$ cat src/logic/iirep_consts.svh
// constants and contract summary for the near-side i2c master controller
// Contract
// - every line needs a pull-up, never floats
// - grounded line is zero, released is one
// - data changes only while clock low
// - start falls, stop rises, clock high
// - seven-bit address, then read/write bit
// - slave acks low through ninth high
// - address and data sent msb first
// - master acks every read byte but last
// - end with stop or repeated start
// - master receives after read bit sent
// - supports 100k, 400k and 1M rates
`ifndef IIREP_CONSTS_SVH
`define IIREP_CONSTS_SVH
// ---------------------------------------------
// timing
// ---------------------------------------------
`define IIREP_CLK_NS        10
`define IIREP_STD_KBPS      100
`define IIREP_FAST_KBPS     400
`define IIREP_FASTP_KBPS    1000
// quarter bit in ref_clk cycles, rounded down: 1e6 ns / kbps / 4 / 10 ns
`define IIREP_QTR(k)        (1000000 / (k) / 4 / `IIREP_CLK_NS)
`define IIREP_MODE_STD      2'h0
`define IIREP_MODE_FAST     2'h1
`define IIREP_MODE_FASTP    2'h2
`define IIREP_ADDR_BITS     7
`define IIREP_BYTE_BITS     8
`define IIREP_ACK_BIT       4'h8
`define IIREP_RW_READ       1'b1
`endif

$ cat src/logic/iirep_pkg.sv
// types shared by the near-side i2c master controller
package iirep_pkg;
   // command from the user side
   typedef struct packed {
      logic [6:0] addr;
      logic       rd;
      logic [7:0] wdata;
      logic       last;
      logic       rstart;
   } iirep_cmd_t;
   // answer to the user side
   typedef struct packed {
      logic [7:0] rdata;
      logic       nack;
      logic       done;
   } iirep_rsp_t;
endpackage

$ cat src/logic/iirep_master.sv
// near-side i2c master that drives the repeater's near lines
`timescale 1ns/1ns
`default_nettype none
`include "iirep_consts.svh"
module iirep_master #(
   parameter int QTR_MIN = 2
) (
   input  wire logic              ref_clk,
   input  wire logic              rst_n,
   input  wire logic [1:0]        speed_mode,
   input  wire logic              cmd_valid,
   output logic                   cmd_ready,
   input  wire iirep_pkg::iirep_cmd_t cmd,
   output var iirep_pkg::iirep_rsp_t rsp,
   output logic                   busy,
   input  wire logic              near_side_clock_line_i,
   output logic                   near_side_clock_line_o,
   output logic                   near_side_clock_line_oe,
   input  wire logic              near_side_data_line_i,
   output logic                   near_side_data_line_o,
   output logic                   near_side_data_line_oe
);
   // refuse a quarter the ten-bit timer cannot hold
   if (QTR_MIN < 1 || QTR_MIN > 1023) begin : g_qtr_chk
      $error("quarter period must fit the ten-bit timer");
   end

   typedef enum logic [3:0] {
      ST_IDLE, ST_START, ST_ADDR, ST_ADDR_ACK, ST_WBYTE, ST_WACK,
      ST_RBYTE, ST_RACK, ST_HOLD, ST_STOP, ST_RSTART
   } iirep_state_t;

   // ---------------------------------------------
   // functions
   // ---------------------------------------------
   // quarter bit length for a rate selection
   function automatic logic [9:0] qtr_of(input logic [1:0] m);
      logic [9:0] q;
      q = 10'(`IIREP_QTR(`IIREP_STD_KBPS));
      if (m == `IIREP_MODE_FAST)
         q = 10'(`IIREP_QTR(`IIREP_FAST_KBPS));
      else if (m == `IIREP_MODE_FASTP)
         q = 10'(`IIREP_QTR(`IIREP_FASTP_KBPS));
      return q;
   endfunction

   // ---------------------------------------------
   // line sampling
   // ---------------------------------------------
   logic [1:0] lines_s;
   logic       scl_s;
   logic       sda_s;
   iirep_pin_sync #(.WIDTH(2)) u_sync (
      .ref_clk  (ref_clk),
      .rst_n    (rst_n),
      .async_in ({near_side_clock_line_i, near_side_data_line_i}),
      .sync_out (lines_s)
   );
   assign scl_s = lines_s[1];
   assign sda_s = lines_s[0];

   // ---------------------------------------------
   // state
   // ---------------------------------------------
   iirep_state_t     state_ff;
   logic [9:0]       tick_ff;
   logic [1:0]       phase_ff;
   logic [3:0]       bit_ff;
   logic [7:0]       shift_ff;
   logic             scl_low_ff;
   logic             sda_low_ff;
   iirep_pkg::iirep_cmd_t cmd_ff;
   iirep_pkg::iirep_rsp_t rsp_ff;
   logic             qtr_end;
   logic             stretch;

   // released clock still read low: slave stretch or repeater hold,
   // so the high quarter only starts counting once the line is up
   assign stretch = !scl_low_ff && !scl_s && phase_ff == 2'h2;
   assign qtr_end = (tick_ff == 10'h000) && !stretch;
   assign cmd_ready = (state_ff == ST_IDLE) || (state_ff == ST_HOLD);
   assign busy = state_ff != ST_IDLE;

   // quarter-bit timer, reloaded from the selected rate
   always_ff @(posedge ref_clk) begin
      if (!rst_n)
         tick_ff <= 10'h000;
      else if (state_ff == ST_IDLE || state_ff == ST_HOLD || qtr_end)
         tick_ff <= (qtr_of(speed_mode) > 10'(QTR_MIN)) ?
                    qtr_of(speed_mode) - 10'h001 : 10'(QTR_MIN - 1);
      else if (!stretch)
         tick_ff <= tick_ff - 10'h001;
   end

   // bit engine: phase 0 clock low set data, 1 raise, 2/3 clock high
   always_ff @(posedge ref_clk) begin
      if (!rst_n) begin
         state_ff   <= ST_IDLE;
         phase_ff   <= 2'h0;
         bit_ff     <= 4'h0;
         shift_ff   <= 8'h00;
         scl_low_ff <= 1'b0;
         sda_low_ff <= 1'b0;
         cmd_ff     <= '0;
      end else begin
         case (state_ff)
            ST_IDLE, ST_HOLD: begin
               if (cmd_valid) begin
                  cmd_ff   <= cmd;
                  phase_ff <= 2'h0;
                  bit_ff   <= 4'h0;
                  if (state_ff == ST_IDLE) begin
                     state_ff <= ST_START;
                  end else if (cmd.rstart) begin
                     state_ff <= ST_RSTART;
                  end else begin
                     shift_ff <= cmd.wdata;
                     state_ff <= cmd_ff.rd ? ST_RBYTE : ST_WBYTE;
                  end
               end
            end
            default: begin
               if (qtr_end) begin
                  phase_ff <= phase_ff + 2'h1;
                  case (phase_ff)
                     2'h0: begin
                        // data moves with the clock held low, except the start fall under the still-released idle clock
                        if (state_ff == ST_START)
                           sda_low_ff <= 1'b1;
                        else if (state_ff == ST_STOP)
                           sda_low_ff <= 1'b1;
                        else if (state_ff == ST_RSTART)
                           sda_low_ff <= 1'b0;
                        else if (state_ff == ST_ADDR_ACK ||
                                 state_ff == ST_WACK ||
                                 state_ff == ST_RBYTE)
                           sda_low_ff <= 1'b0;
                        else if (state_ff == ST_RACK)
                           sda_low_ff <= !cmd_ff.last;
                        else
                           sda_low_ff <= !shift_ff[7];
                     end
                     2'h1: begin
                        if (state_ff != ST_START)
                           scl_low_ff <= 1'b0;
                     end
                     2'h2: begin
                        if (state_ff == ST_STOP)
                           sda_low_ff <= 1'b0;
                        else if (state_ff == ST_RSTART)
                           sda_low_ff <= 1'b1;
                        else if (state_ff == ST_RBYTE)
                           shift_ff <= {shift_ff[6:0], sda_s};
                        else if (state_ff == ST_ADDR_ACK ||
                                 state_ff == ST_WACK)
                           shift_ff[0] <= sda_s;
                     end
                     default: begin
                        if (state_ff != ST_STOP)
                           scl_low_ff <= 1'b1;
                        case (state_ff)
                           ST_START, ST_RSTART: begin
                              shift_ff <= {cmd_ff.addr, cmd_ff.rd};
                              bit_ff   <= 4'h0;
                              state_ff <= ST_ADDR;
                           end
                           ST_ADDR, ST_WBYTE: begin
                              shift_ff <= {shift_ff[6:0], 1'b0};
                              bit_ff   <= bit_ff + 4'h1;
                              if (bit_ff == 4'(`IIREP_BYTE_BITS - 1))
                                 state_ff <= (state_ff == ST_ADDR) ?
                                             ST_ADDR_ACK : ST_WACK;
                           end
                           ST_ADDR_ACK: begin
                              if (shift_ff[0])
                                 state_ff <= ST_STOP;
                              else if (cmd_ff.rd == `IIREP_RW_READ) begin
                                 bit_ff   <= 4'h0;
                                 state_ff <= ST_RBYTE;
                              end else begin
                                 bit_ff   <= 4'h0;
                                 shift_ff <= cmd_ff.wdata;
                                 state_ff <= ST_WBYTE;
                              end
                           end
                           ST_RBYTE: begin
                              bit_ff <= bit_ff + 4'h1;
                              if (bit_ff == 4'(`IIREP_BYTE_BITS - 1))
                                 state_ff <= ST_RACK;
                           end
                           ST_WACK, ST_RACK: begin
                              bit_ff <= 4'h0;
                              if (cmd_ff.last || (state_ff == ST_WACK &&
                                                  shift_ff[0]))
                                 state_ff <= ST_STOP;
                              else
                                 state_ff <= ST_HOLD;
                           end
                           default: begin
                              state_ff <= ST_IDLE;
                           end
                        endcase
                     end
                  endcase
               end
            end
         endcase
      end
   end

   // answer register: one-cycle done per byte or failed address
   always_ff @(posedge ref_clk) begin
      if (!rst_n) begin
         rsp_ff <= '0;
      end else begin
         rsp_ff.done <= 1'b0;
         if (qtr_end && phase_ff == 2'h3) begin
            if (state_ff == ST_RACK) begin
               rsp_ff.done  <= 1'b1;
               rsp_ff.rdata <= shift_ff;
               rsp_ff.nack  <= 1'b0;
            end else if (state_ff == ST_WACK ||
                         (state_ff == ST_ADDR_ACK && shift_ff[0])) begin
               rsp_ff.done <= 1'b1;
               rsp_ff.nack <= shift_ff[0];
            end
         end
      end
   end
   assign rsp = rsp_ff;

   // open-drain drive: only ever pull low or release
   assign near_side_clock_line_o  = 1'b0;
   assign near_side_clock_line_oe = scl_low_ff;
   assign near_side_data_line_o   = 1'b0;
   assign near_side_data_line_oe  = sda_low_ff;

   // ---------------------------------------------
   // checks
   // ---------------------------------------------
   // data may only move under a released clock to frame a transfer
   data_stable_a: assert property (@(posedge ref_clk)
      disable iff (!rst_n)
      (!scl_low_ff && $past(!scl_low_ff) && $changed(sda_low_ff))
      |-> (state_ff inside {ST_START, ST_STOP, ST_RSTART}))
      else $error("data moved with clock released");
   stop_edge_a: assert property (@(posedge ref_clk)
      disable iff (!rst_n)
      (state_ff == ST_STOP && $fell(sda_low_ff)) |-> !scl_low_ff)
      else $error("stop edge with clock low");
   start_edge_a: assert property (@(posedge ref_clk)
      disable iff (!rst_n)
      (state_ff == ST_START && $rose(sda_low_ff)) |-> !scl_low_ff)
      else $error("start edge with clock low");
   rstart_edge_a: assert property (@(posedge ref_clk)
      disable iff (!rst_n)
      (state_ff == ST_RSTART && $rose(sda_low_ff)) |-> !scl_low_ff)
      else $error("repeated start edge with clock low");
   ack_release_a: assert property (@(posedge ref_clk)
      disable iff (!rst_n)
      (state_ff == ST_ADDR_ACK && phase_ff == 2'h2) |-> !sda_low_ff)
      else $error("data held during address ack");
   read_ack_a: assert property (@(posedge ref_clk)
      disable iff (!rst_n)
      (state_ff == ST_RACK && phase_ff == 2'h2)
      |-> (sda_low_ff == !cmd_ff.last))
      else $error("wrong read acknowledge");
   read_release_a: assert property (@(posedge ref_clk)
      disable iff (!rst_n)
      (state_ff == ST_RBYTE && phase_ff == 2'h2) |-> !sda_low_ff)
      else $error("master drove data while receiving");
   open_drain_a: assert property (@(posedge ref_clk)
      disable iff (!rst_n)
      !near_side_clock_line_o && !near_side_data_line_o)
      else $error("line driven high");
   idle_release_a: assert property (@(posedge ref_clk)
      disable iff (!rst_n)
      (state_ff == ST_IDLE && $past(state_ff) == ST_IDLE)
      |-> (!scl_low_ff && !sda_low_ff))
      else $error("idle bus not released");
   // bit counters never run past a byte in any shifting state
   byte_count_a: assert property (@(posedge ref_clk)
      disable iff (!rst_n)
      (state_ff == ST_WBYTE) |-> (bit_ff < 4'(`IIREP_BYTE_BITS)))
      else $error("byte ran past eight bits");
   addr_count_a: assert property (@(posedge ref_clk)
      disable iff (!rst_n)
      (state_ff == ST_ADDR) |-> (bit_ff < 4'(`IIREP_BYTE_BITS)))
      else $error("address ran past eight bits");
   rbyte_count_a: assert property (@(posedge ref_clk)
      disable iff (!rst_n)
      (state_ff == ST_RBYTE) |-> (bit_ff < 4'(`IIREP_BYTE_BITS)))
      else $error("read byte ran past eight bits");
   // the bit on the line is the top of the shifter, low for a zero
   addr_bit_a: assert property (@(posedge ref_clk)
      disable iff (!rst_n)
      (state_ff == ST_ADDR && phase_ff == 2'h1)
      |-> (sda_low_ff == !shift_ff[7]))
      else $error("address bit not msb first");
   // waiting between bytes keeps the clock low so nobody sees a frame
   hold_clock_a: assert property (@(posedge ref_clk)
      disable iff (!rst_n)
      (state_ff == ST_HOLD) |-> scl_low_ff)
      else $error("clock released while holding");
   // a stretched quarter must freeze the bit engine
   stretch_hold_a: assert property (@(posedge ref_clk)
      disable iff (!rst_n)
      stretch |=> ($stable(phase_ff) && $stable(state_ff)))
      else $error("engine moved during clock stretch");
   done_pulse_a: assert property (@(posedge ref_clk)
      disable iff (!rst_n)
      rsp_ff.done |=> !rsp_ff.done)
      else $error("done held longer than one cycle");
   stop_idle_a: assert property (@(posedge ref_clk)
      disable iff (!rst_n)
      (state_ff == ST_STOP && qtr_end && phase_ff == 2'h3)
      |=> (state_ff == ST_IDLE && !sda_low_ff && !scl_low_ff))
      else $error("stop did not leave the bus released");
endmodule
`default_nettype wire

$ cat src/logic/iirep_pin_sync.sv
// two-flop synchroniser for the sampled line levels
`timescale 1ns/1ns
`default_nettype none
module iirep_pin_sync #(
   parameter int WIDTH = 2
) (
   input  wire logic             ref_clk,
   input  wire logic             rst_n,
   input  wire logic [WIDTH-1:0] async_in,
   output logic      [WIDTH-1:0] sync_out
);
   logic [WIDTH-1:0] meta_ff;
   logic [WIDTH-1:0] sync_ff;

   // released lines read as one after reset, matching idle pull-ups
   always_ff @(posedge ref_clk) begin
      if (!rst_n) begin
         meta_ff <= '1;
         sync_ff <= '1;
      end else begin
         meta_ff <= async_in;
         sync_ff <= meta_ff;
      end
   end

   assign sync_out = sync_ff;
endmodule
`default_nettype wire

$ cat config.mk
export PLATFORM = sky130hd
export DESIGN_NAME = iirep_master
export DESIGN_NICKNAME = d
export VERILOG_FILES = /design/src/logic/iirep_pkg.sv /design/src/logic/iirep_master.sv /design/src/logic/iirep_pin_sync.sv
export VERILOG_INCLUDE_DIRS = /design/src /design/src/logic
export SDC_FILE = /design/constraint.sdc
export NUM_CORES = 1
export LEC_CHECK = 0
export BUFFER_PORTS_ARGS = -buffer_cell sky130_fd_sc_hd__buf_2
export CORE_MARGIN = 5
export CORE_UTILIZATION = 45
export DETAILED_ROUTE_END_ITERATION = 7
export PLACE_DENSITY = 0.68
export REMOVE_ABC_BUFFERS = 1
export SLEW_MARGIN = 20
export SYNTH_ARGS = -nofsm -noshare
export SYNTH_HDL_FRONTEND = slang
export SYNTH_SLANG_ARGS = --single-unit
export TNS_END_PERCENT = 30
$ cat constraint.sdc
create_clock -name ref_clk -period 3 [get_ports ref_clk]
set_input_delay 0.15 -clock ref_clk [delete_from_list [all_inputs] [get_ports ref_clk]]
set_output_delay 0.15 -clock ref_clk [all_outputs]
set_load 0.02 [all_outputs]
# Yosys cells after proc, flatten, opt, wreduce, memory -nomap -nowiden
# Index checks and enable logic that the tools add are counted.
[totals]
output_inout_bits = 16
reg_bits = 61
word_cells = 162
[op_classes]
reduce_logical = 47
muxes = 56
n_lt_le_gt_ge = 1
eq_ne = 35
n_bitwise = 2
n_addsub = 4
[op_table]
columns = ["cell", "count"]
rows = [
  ["$mux 8", 11],
  ["$mux 4", 14],
  ["$mux 10", 5],
  ["$pmux 8 s3", 1],
  ["$eq 4x3->1 const B", 5],
  ["$pmux 4 s5", 1],
  ["$sub 10x1->10 const B", 2],
  ["$pmux 8 s2", 1],
  ["$reduce_and 5->1", 3],
  ["$eq 4x4->1 const B", 3],
  ["$mux 1", 12],
  ["$mux 2", 6],
  ["$pmux 4 s3", 1],
  ["$reduce_or 2->1", 6],
  ["$reduce_and 11->1", 1],
  ["$gt 10x2->1 const B", 1],
  ["$logic_not 10->1", 1],
  ["$reduce_and 2->1", 5],
  ["$ne 3x1->1 const B", 3],
  ["$ne 3x2->1 const B", 3],
  ["$reduce_and 9->1", 1],
  ["$eq 4x2->1 const B", 2],
  ["$ne 2x2->1 const B", 4],
  ["$ne 4x1->1 const B", 2],
  ["other kinds (24)", 51],
]

# Longest topological paths before layout
# Gate-level depths: netlist (run 1).
[depth]
depth_word = 11
ltp_mapped = 9
mapped_depth_nobuf = 7

# By module
# A second synthesis (run 1) with hierarchy kept.
[hier_totals]
cells_unflattened = 398
area_unflattened_um2 = 3399.5
[modules_own_cells]
columns = ["module", "n_inst", "cells_each", "area_per_inst_um2", "seq_area_each_um2"]
rows = [
  ["iirep_master", 1, 390, 3294.4, 1141.1],
  ["iirep_pin_sync", 1, 8, 105.1, 80.1],
]

# Worst setup path before layout (run 1)
# No wires, ideal clock.
[synth_path]
path_type = "register -> register"
start = "reg tick_ff[2]"
end = "reg state_ff[0]"
stages_incl_launch_ff = 6
slack_ns = 0.678
period_less_slack_ns = 2.322
arrival_time_ns = 2.254
setup_ns = 0.067
cell_sequence = "dfxtp_1 -> or4_4 -> or4_4 -> o31a_1 -> a311o_1 -> a21oi_2"
[synth_between]
elab_chain_len = 4
[synth_lines]
columns = ["element", "line_no", "source"]
rows = [
  ["start, declared", "iirep_master.sv:66", "logic [9:0] tick_ff;"],
  ["start signal, assigned", "iirep_master.sv:89", "tick_ff <= (qtr_of(speed_mode) > 10'(QTR_MIN)) ?"],
  ["start signal, assigned", "iirep_master.sv:92", "tick_ff <= tick_ff - 10'h001;"],
  ["$logic_not 10->1", "iirep_master.sv:80", "assign qtr_end = (tick_ff == 10'h000) && !stretch;"],
  ["$logic_and 1x1->1", "iirep_master.sv:80", ""],
  ["$reduce_bool 2->1 (no line)", "-", ""],
  ["$reduce_and 5->1 (no line)", "-", ""],
  ["end signal, assigned", "iirep_master.sv:118", "state_ff <= cmd_ff.rd ? ST_RBYTE : ST_WBYTE;"],
  ["end signal, assigned", "iirep_master.sv:171", "state_ff <= (state_ff == ST_ADDR) ?"],
  ["end, declared", "iirep_master.sv:65", "iirep_state_t state_ff;"],
]
# Every way passes these cells.
# A chain may end at the register's enable or synchronous reset.

# Worst setup path after layout (run 1)
[layout_path]
start = "reg phase_ff[0]"
end = "reg shift_ff[5]"
[layout_between]
elab_chain_len = 6
word_cells_on_any_way = 19
[layout_lines]
columns = ["element", "line_no", "source"]
rows = [
  ["start, declared", "iirep_master.sv:67", "logic [1:0] phase_ff;"],
  ["start signal, assigned", "iirep_master.sv:124", "phase_ff <= phase_ff + 2'h1;"],
  ["$eq 2x2->1", "iirep_master.sv:79, iirep_master.sv:125", ""],
  ["$logic_and 1x1->1", "iirep_master.sv:79", "assign stretch = !scl_low_ff && !scl_s && phase_ff == 2'h2;"],
  ["$logic_not 1->1", "-", ""],
  ["$logic_and 1x1->1", "iirep_master.sv:80", ""],
  ["$reduce_bool 2->1 (no line)", "-", ""],
  ["$reduce_and 11->1 (no line)", "-", ""],
  ["end signal, assigned", "iirep_master.sv:117", "shift_ff <= cmd.wdata;"],
  ["end signal, assigned", "iirep_master.sv:153", "shift_ff <= {shift_ff[6:0], sda_s};"],
  ["end signal, assigned", "iirep_master.sv:163", "shift_ff <= {cmd_ff.addr, cmd_ff.rd};"],
  ["end, declared", "iirep_master.sv:69", "logic [7:0] shift_ff;"],
]
# Several ways; a longest one is shown, not always the timed one. The select of a mux whose other input is x is not followed.

==> flow_summary.json, run 1 <==
{
  "hold_ws_ns": 0.04249,
  "synth_seq_area_share_pct": 36.76,
  "first_pass_iters": 4,
  "die_height_um": 95.92,
  "yosys_warnings": 0,
  "critPathMaxFanout": 16,
  "post-synth-top-count-cell": "dfxtp_1",
  "clock_skew_ns": 0.005722,
  "cts_resized": 0,
  "arrival_ns": 2.89,
  "synth_cells": 413,
  "timing.rr.end": "shift_ff[5]$_SDFFE_PN0P_",
  "ant_nets": 0,
  "cp.required_ns": 3.24,
  "layout-drive-gt1-share_pct": 17.33,
  "cts_max_level": 3,
  "clkSinkCount": 61,
  "hpwl_um": 5780,
  "synth-main-ff-cell": "dfxtp_1",
  "ios": 41,
  "grt_use_total_pct": 19.41,
  "hold_start": "cmd[13]",
  "start_util_pct": 46.05,
  "critPathMaxStageDelay_ns": 0.55,
  "final_nets": 480,
  "outcome": "completed",
  "wl_um": 8161,
  "coreArea_mm2": 0.007214,
  "worst_pin_slew_ns": 0.8814,
  "max_freq_ghz": 0.3763,
  "synth_top_cells_by_count": "dfxtp_1, nand2_1, a21oi_1",
  "clock_latency_ns": 0.34,
  "syn_area_per_cell_um2": 8.043,
  "hold_viol_final": 0,
  "vias": 3087,
  "netlist.area_leader.share_pct": 36.76,
  "setup_viol": 0,
  "p_leak_uw": 0.001546,
  "hp-class": "in -> reg",
  "synth.distinct_cells": 56,
  "cts_root_buf": "clkbuf_8",
  "gp_congestion": 0.8628,
  "die-area_mm2": 0.009201,
  "hold_end": "cmd_ff[13]$_SDFFE_PN0P_",
  "whs_path_depth": 3,
  "port-buffer-count": 38,
  "ir_drop_mv": 0.2596,
  "rsz0062_at_grt": "false",
  "grt_pass1_vias": 2923,
  "clk_path_buf_depth": 2,
  "post-cts-setup-buffers": 0,
  "grt_max_degree": 27,
  "slew_viol_final": 0,
  "critical_path_buf_inv_count": 2,
  "power_uw": 2212,
  "path_clk_slew_ns": 0.07,
  "via_per_inst": 5.623,
  "rrSetupSlack_ns": 0.34,
  "period_needed_ns": 2.657,
  "cts_hold_buf": 2,
  "place_area_mm2": 0.003605,
  "drt_iter0_markers": 278,
  "synth.cell_area_mm2": 0.003322,
  "synth.area.top_cells": "dfxtp_1, a21oi_1, nand2_1",
  "std_cell_rows": 31,
  "antenna_found_initial": 0,
  "antenna_cells": 0,
  "cts_tree": "built",
  "syn_to_final_growth_pct": 15.89,
  "p_per_area_mw_per_mm2": 574.6,
  "drc_errors": 0,
  "fin_area_mm2": 0.003850,
  "path_class": "reg -> reg",
  "slew_headroom_pct": 40.88,
  "maxCapViolCount": 0,
  "r2r-start": "phase_ff[0]$_SDFFE_PN0P_",
  "synth_seq_cells": 61,
  "die_w_um": 95.92,
  "grt_remaining_overflow": 0,
  "synth-edff-count": 0,
  "wire_per_inst_um": 14.87,
  "critPathSlowestCell": "a211oi_4",
  "crit_chain": "inv_1 -> ha_1 -> nor3b_1 -> buf_4 -> or4_4 -> a211oi_4 -> a21oi_1 -> a311oi_1",
  "path_delay_family": "compound AO/OA/AOI/OAI gates",
  "period_share_pct": 88.58,
  "yosys.area.top_type": "dfxtp_1",
  "critPathCaptureType": "flip-flop",
  "grt_pass1_wl_um": 13970,
  "worstRegToRegCells": 8,
  "cts_buffers": 9,
  "final_util_pct": 53.36,
  "crit_path_start_kind": "flip-flop",
  "synthArstFlopShare_pct": 0
}
-- cells in the final DEF (no fill, tap or decap), types with 3 or more instances in the layout --
cell type	count
dfxtp_1	61
nand2_1	55
a21oi_1	44
buf_2	38
nor2_1	31
inv_1	16
nand3_1	15
buf_4	14
mux2i_1	11
clkbuf_8	11
o21ai_0	10
ha_1	10
o211ai_1	9
a311oi_1	9
o2111ai_1	8
and3_1	7
nand2b_1	7
nor3_1	6
a211oi_1	5
nor2b_1	5
xor2_1	5
a32oi_1	5
nor4_1	4
xnor2_1	4
or3_1	3
or3b_2	3
nor3b_1	3
and4_1	3
a31oi_1	3
o32ai_1	3
-- per-layer routing --
layer	share of wire, %	vias up	global-route usage, %
met1	48	1444	26.30
met3	5.4	8	4.457
met5	0	-	0
met4	1.5	0	8.057
li1	-	1556	-
met2	45	79	29.65
-- stage by stage --
stage | std cells | setup WS [ns] | TNS [ns]
after floorplan | 380 | -0.04392 | -0.04392
after global placement | 531 | 0.5006 | 0
after detailed placement | 531 | 0.3842 | 0
after CTS | 549 | 0.3548 | 0
after global routing | 549 | 0.1374 | 0
final | 549 | 0.3426 | 0
-- state kept, by name (all words and copies together) (netlist names) --
| register | count |
|---|---|
| shift_ff | 8 |
| u_sync.sync_out | 2 |
| rsp | 10 |
| phase_ff | 2 |
| tick_ff | 10 |
| cmd_ff | 17 |
| near_side_clock_line_oe | 1 |
| u_sync.meta_ff | 2 |
| bit_ff | 4 |
| near_side_data_line_oe | 1 |
| state_ff | 4 |
-- layout make-up --
cell class                      instances  area [um2]
Fill cell                             718        3364
Tap cell                               99       123.9
Inverter                               16       60.06
Clock buffer                           12       155.1
Multi-Input combinational cell        303        1904
Clock inverter                          4       70.07
Sequential cell                        61        1221
Timing Repair Buffer                   54       315.3
-- tightest hold or removal path, delay by kind of cell --
kind | cells | cell delay [ns]
AO/OA/AOI/OAI | 1 | 0.05
buffers and inverters | 1 | 0.09
AND/OR/NAND/NOR | 1 | 0.04
-- where the power goes --
group	internal (uW)	leakage [uW]	total [uW]	switching, uW
Sequential	859	0.000498	904	44.8
Clock	511	0.000116	820	310
Combinational	183	0.000932	488	305
Total	1550	0.00155	2210	660
-- how the worst max path moves through the flow --
stage	startpoint	to	slack, ns	cells past startpoint
after floorplan	state_ff[0]$_SDFFE_PN0P_	bit_ff[0]$_SDFFE_PN0P_	-0.04	5
after global placement	phase_ff[0]$_SDFFE_PN0P_	shift_ff[2]$_SDFFE_PN0P_	0.50	8
after detailed placement	phase_ff[0]$_SDFFE_PN0P_	shift_ff[5]$_SDFFE_PN0P_	0.38	8
after CTS	phase_ff[0]$_SDFFE_PN0P_	shift_ff[5]$_SDFFE_PN0P_	0.35	8
after global routing	phase_ff[0]$_SDFFE_PN0P_	shift_ff[6]$_SDFFE_PN0P_	0.14	8
final	phase_ff[0]$_SDFFE_PN0P_	shift_ff[5]$_SDFFE_PN0P_	0.34	8
-- cell families after synthesis --
kind of cell	Yosys count	share of synthesized area [%]
simple gates	155	23.39
flops	61	36.76
xor+xnor	9	2.373
buf+inv	50	6.214
other cells	1	0.1129
fa+ha+maj	10	3.766
mux	12	3.654
compound gates	115	23.73
(Power assumes the default switching activity.)
==> run 2: changes to the inputs <==
Settings changed: SYNTH_HIERARCHICAL set to 1.
==> flow_summary.json, run 2 <==
{
  "drc_errors": 0,
  "grt_remaining_overflow": 0,
  "rrSetupSlack_ns": 0.63,
  "syn_area_per_cell_um2": 8.541,
  "synth-main-ff-cell": "dfxtp_1",
  "critPathMaxFanout": 20,
  "cts_max_level": 3,
  "path_delay_family": "simple AND/OR/NAND/NOR gates",
  "critical_path_buf_inv_count": 0,
  "cts_buffers": 9,
  "wire_per_inst_um": 14.98,
  "synth_cells": 398,
  "period_needed_ns": 2.374,
  "port-buffer-count": 38,
  "synth_top_cells_by_count": "dfxtp_1, nand2_1, a21oi_1",
  "top_register": "cmd_ff",
  "tns_ns": 0,
  "period_share_pct": 79.14,
  "final_common_cell": "dfxtp_1",
  "synth.area.top_cells": "dfxtp_1, nand2_1, a21oi_1",
  "die_w_um": 96.92,
  "slew_headroom_pct": 37.52,
  "critPathCaptureType": "flip-flop",
  "p_per_area_mw_per_mm2": 844.0,
  "post-synth-top-count-cell": "dfxtp_1",
  "synth_seq_cells": 61,
  "drt_iter0_markers": 157,
  "worst_pin_slew_ns": 0.9352,
  "crit_path_start_kind": "flip-flop",
  "final_cell_mix": "dfxtp_1, nand2_1, buf_2",
  "setup.worst_path.start": "state_ff[3]$_SDFFE_PN0P_",
  "r2r-start": "state_ff[3]$_SDFFE_PN0P_",
  "maxCapViolCount": 0,
  "first_pass_iters": 4,
  "hp-class": "in -> reg",
  "ir_drop_mv": 0.4217,
  "cp.depth": 5,
  "ant_nets": 0,
  "wl_um": 7953,
  "gp_congestion": 0.8404,
  "clk_path_buf_depth": 2,
  "path_class": "reg -> reg",
  "std_cell_rows": 31,
  "die-area_mm2": 0.009393,
  "antenna_found_initial": 0,
  "yosys.area.top_type": "dfxtp_1",
  "whs_path_depth": 3,
  "ios": 41,
  "largest_reg_flops": 17,
  "grt_pass1_vias": 2832,
  "start_util_pct": 46.62,
  "die_height_um": 96.92,
  "crit_chain": "and2b_1 -> nor3b_1 -> a32o_1 -> a221oi_1 -> a311oi_1",
  "worstRegToRegCells": 5,
  "critPathSlowestCell": "nor3b_1",
  "synth.distinct_cells": 68,
  "grt_use_total_pct": 17.34,
  "via_per_inst": 5.582,
  "netlist.area_leader.share_pct": 35.92,
  "slew_viol_final": 0,
  "cts_tree": "built",
  "vias": 2964,
  "outcome": "completed",
  "critPathMaxStageDelay_ns": 0.78,
  "p_leak_uw": 0.001446,
  "fin_area_mm2": 0.003830,
  "cp.required_ns": 3.23,
  "yosys_warnings": 6,
  "syn_to_final_growth_pct": 12.66,
  "rsz0062_at_grt": "false",
  "coreArea_mm2": 0.007292,
  "synth_seq_area_share_pct": 35.92,
  "crit_path_end": "shift_ff[7]$_SDFFE_PN0P_",
  "synth-edff-count": 0,
  "layout-drive-gt1-share_pct": 18.98,
  "max_freq_ghz": 0.4212,
  "synthArstFlopShare_pct": 0,
  "hpwl_um": 5620,
  "path_clk_slew_ns": 0.07,
  "setup_viol": 0,
  "synth.cell_area_mm2": 0.003400,
  "post-cts-setup-buffers": 0,
  "cts_root_buf": "clkbuf_8",
  "arrival_ns": 2.61,
  "grt_pass1_wl_um": 13690,
  "hold_viol_final": 0,
  "cts_resized": 0,
  "timing.rr.end": "shift_ff[7]$_SDFFE_PN0P_",
  "place_area_mm2": 0.003598,
  "clkSinkCount": 61,
  "grt_max_degree": 34,
  "clock_latency_ns": 0.34,
  "clock_skew_ns": 0.006565,
  "final_nets": 462,
  "antenna_cells": 0,
  "cts_hold_buf": 2
}
run 2: changes by cell type after synthesis, sizes merged, moves of 4 or more:
cell / delta
o2111ai: -8
and3: -4
a221oi: +8
inv: -4
buf: +6
o211ai: -5
a21oi: -6
clkbuf: -9
a32oi: -4
a32o: +7
run 2: worst min-delay path by stage:
stage                                from                            to  slack [ns]
floorplan                           rst_n  u_sync/meta_ff[0]$_SDFF_PN1_        0.22
global placement    near_side_data_line_i  u_sync/meta_ff[0]$_SDFF_PN1_        0.33
detailed placement  near_side_data_line_i  u_sync/meta_ff[0]$_SDFF_PN1_        0.34
CTS                               cmd[13]       cmd_ff[13]$_SDFFE_PN0P_        0.03
global route                      cmd[15]       cmd_ff[15]$_SDFFE_PN0P_        0.04
finish                            cmd[13]       cmd_ff[13]$_SDFFE_PN0P_        0.05
run 2: worst reg2reg max path, stage by stage (launching register included):
cell and delay (ns):
dfxtp_1 0.49, and2b_1 0.34, nor3b_1 0.78, a32o_1 0.30
a221oi_1 0.05, a311oi_1 0.31
run 2: where the power goes:
part / switching (uW) / leakage [uW] / total [uW] / internal (uW)
registers: 126 / 0.000498 / 1070 / 945
clock network: 309 / 0.000106 / 759 / 451
logic: 880 / 0.000842 / 1400 / 522
run 2: stage by stage:
step	std cells	power, uW	utilization (%)	hold slack [ns]	worst slack [ns]
floorplan	368	2112	-	0.2230	0.5243
global placement	513	2461	49.35	0.3302	0.7562
detailed placement	513	2484	49.35	0.3416	0.6744
CTS	531	3257	52.52	0.03156	0.6365
global route	531	3463	52.52	0.03828	0.4634
finish	531	3232	52.52	0.04663	0.6257
run 2: layout make-up:
cell class	instances	area (um2)
fill	718	3462
clock buffer	13	168.9
inverter	12	45.04
clock inverter	3	42.54
sequential	61	1221
tap	99	123.9
timing repair buffer	48	270.3
multi-input combinational	295	1958
run 2: per-layer routing:
metal  wire, um  vias up  track usage, %
li1           -     1496               -
met1       3641     1402           22.52
met2       3810       59           27.81
met3        400        7           3.885
met4        101        0           6.911
met5          0        -               0
run 2: logic make-up after synthesis:
family | synth area share [%]
buf+inv | 6.588
other cells | 0.1103
fa+ha+maj | 3.681
xor+xnor | 2.061
mux | 3.865
compound gates | 24.95
flops | 35.92
simple gates | 22.82
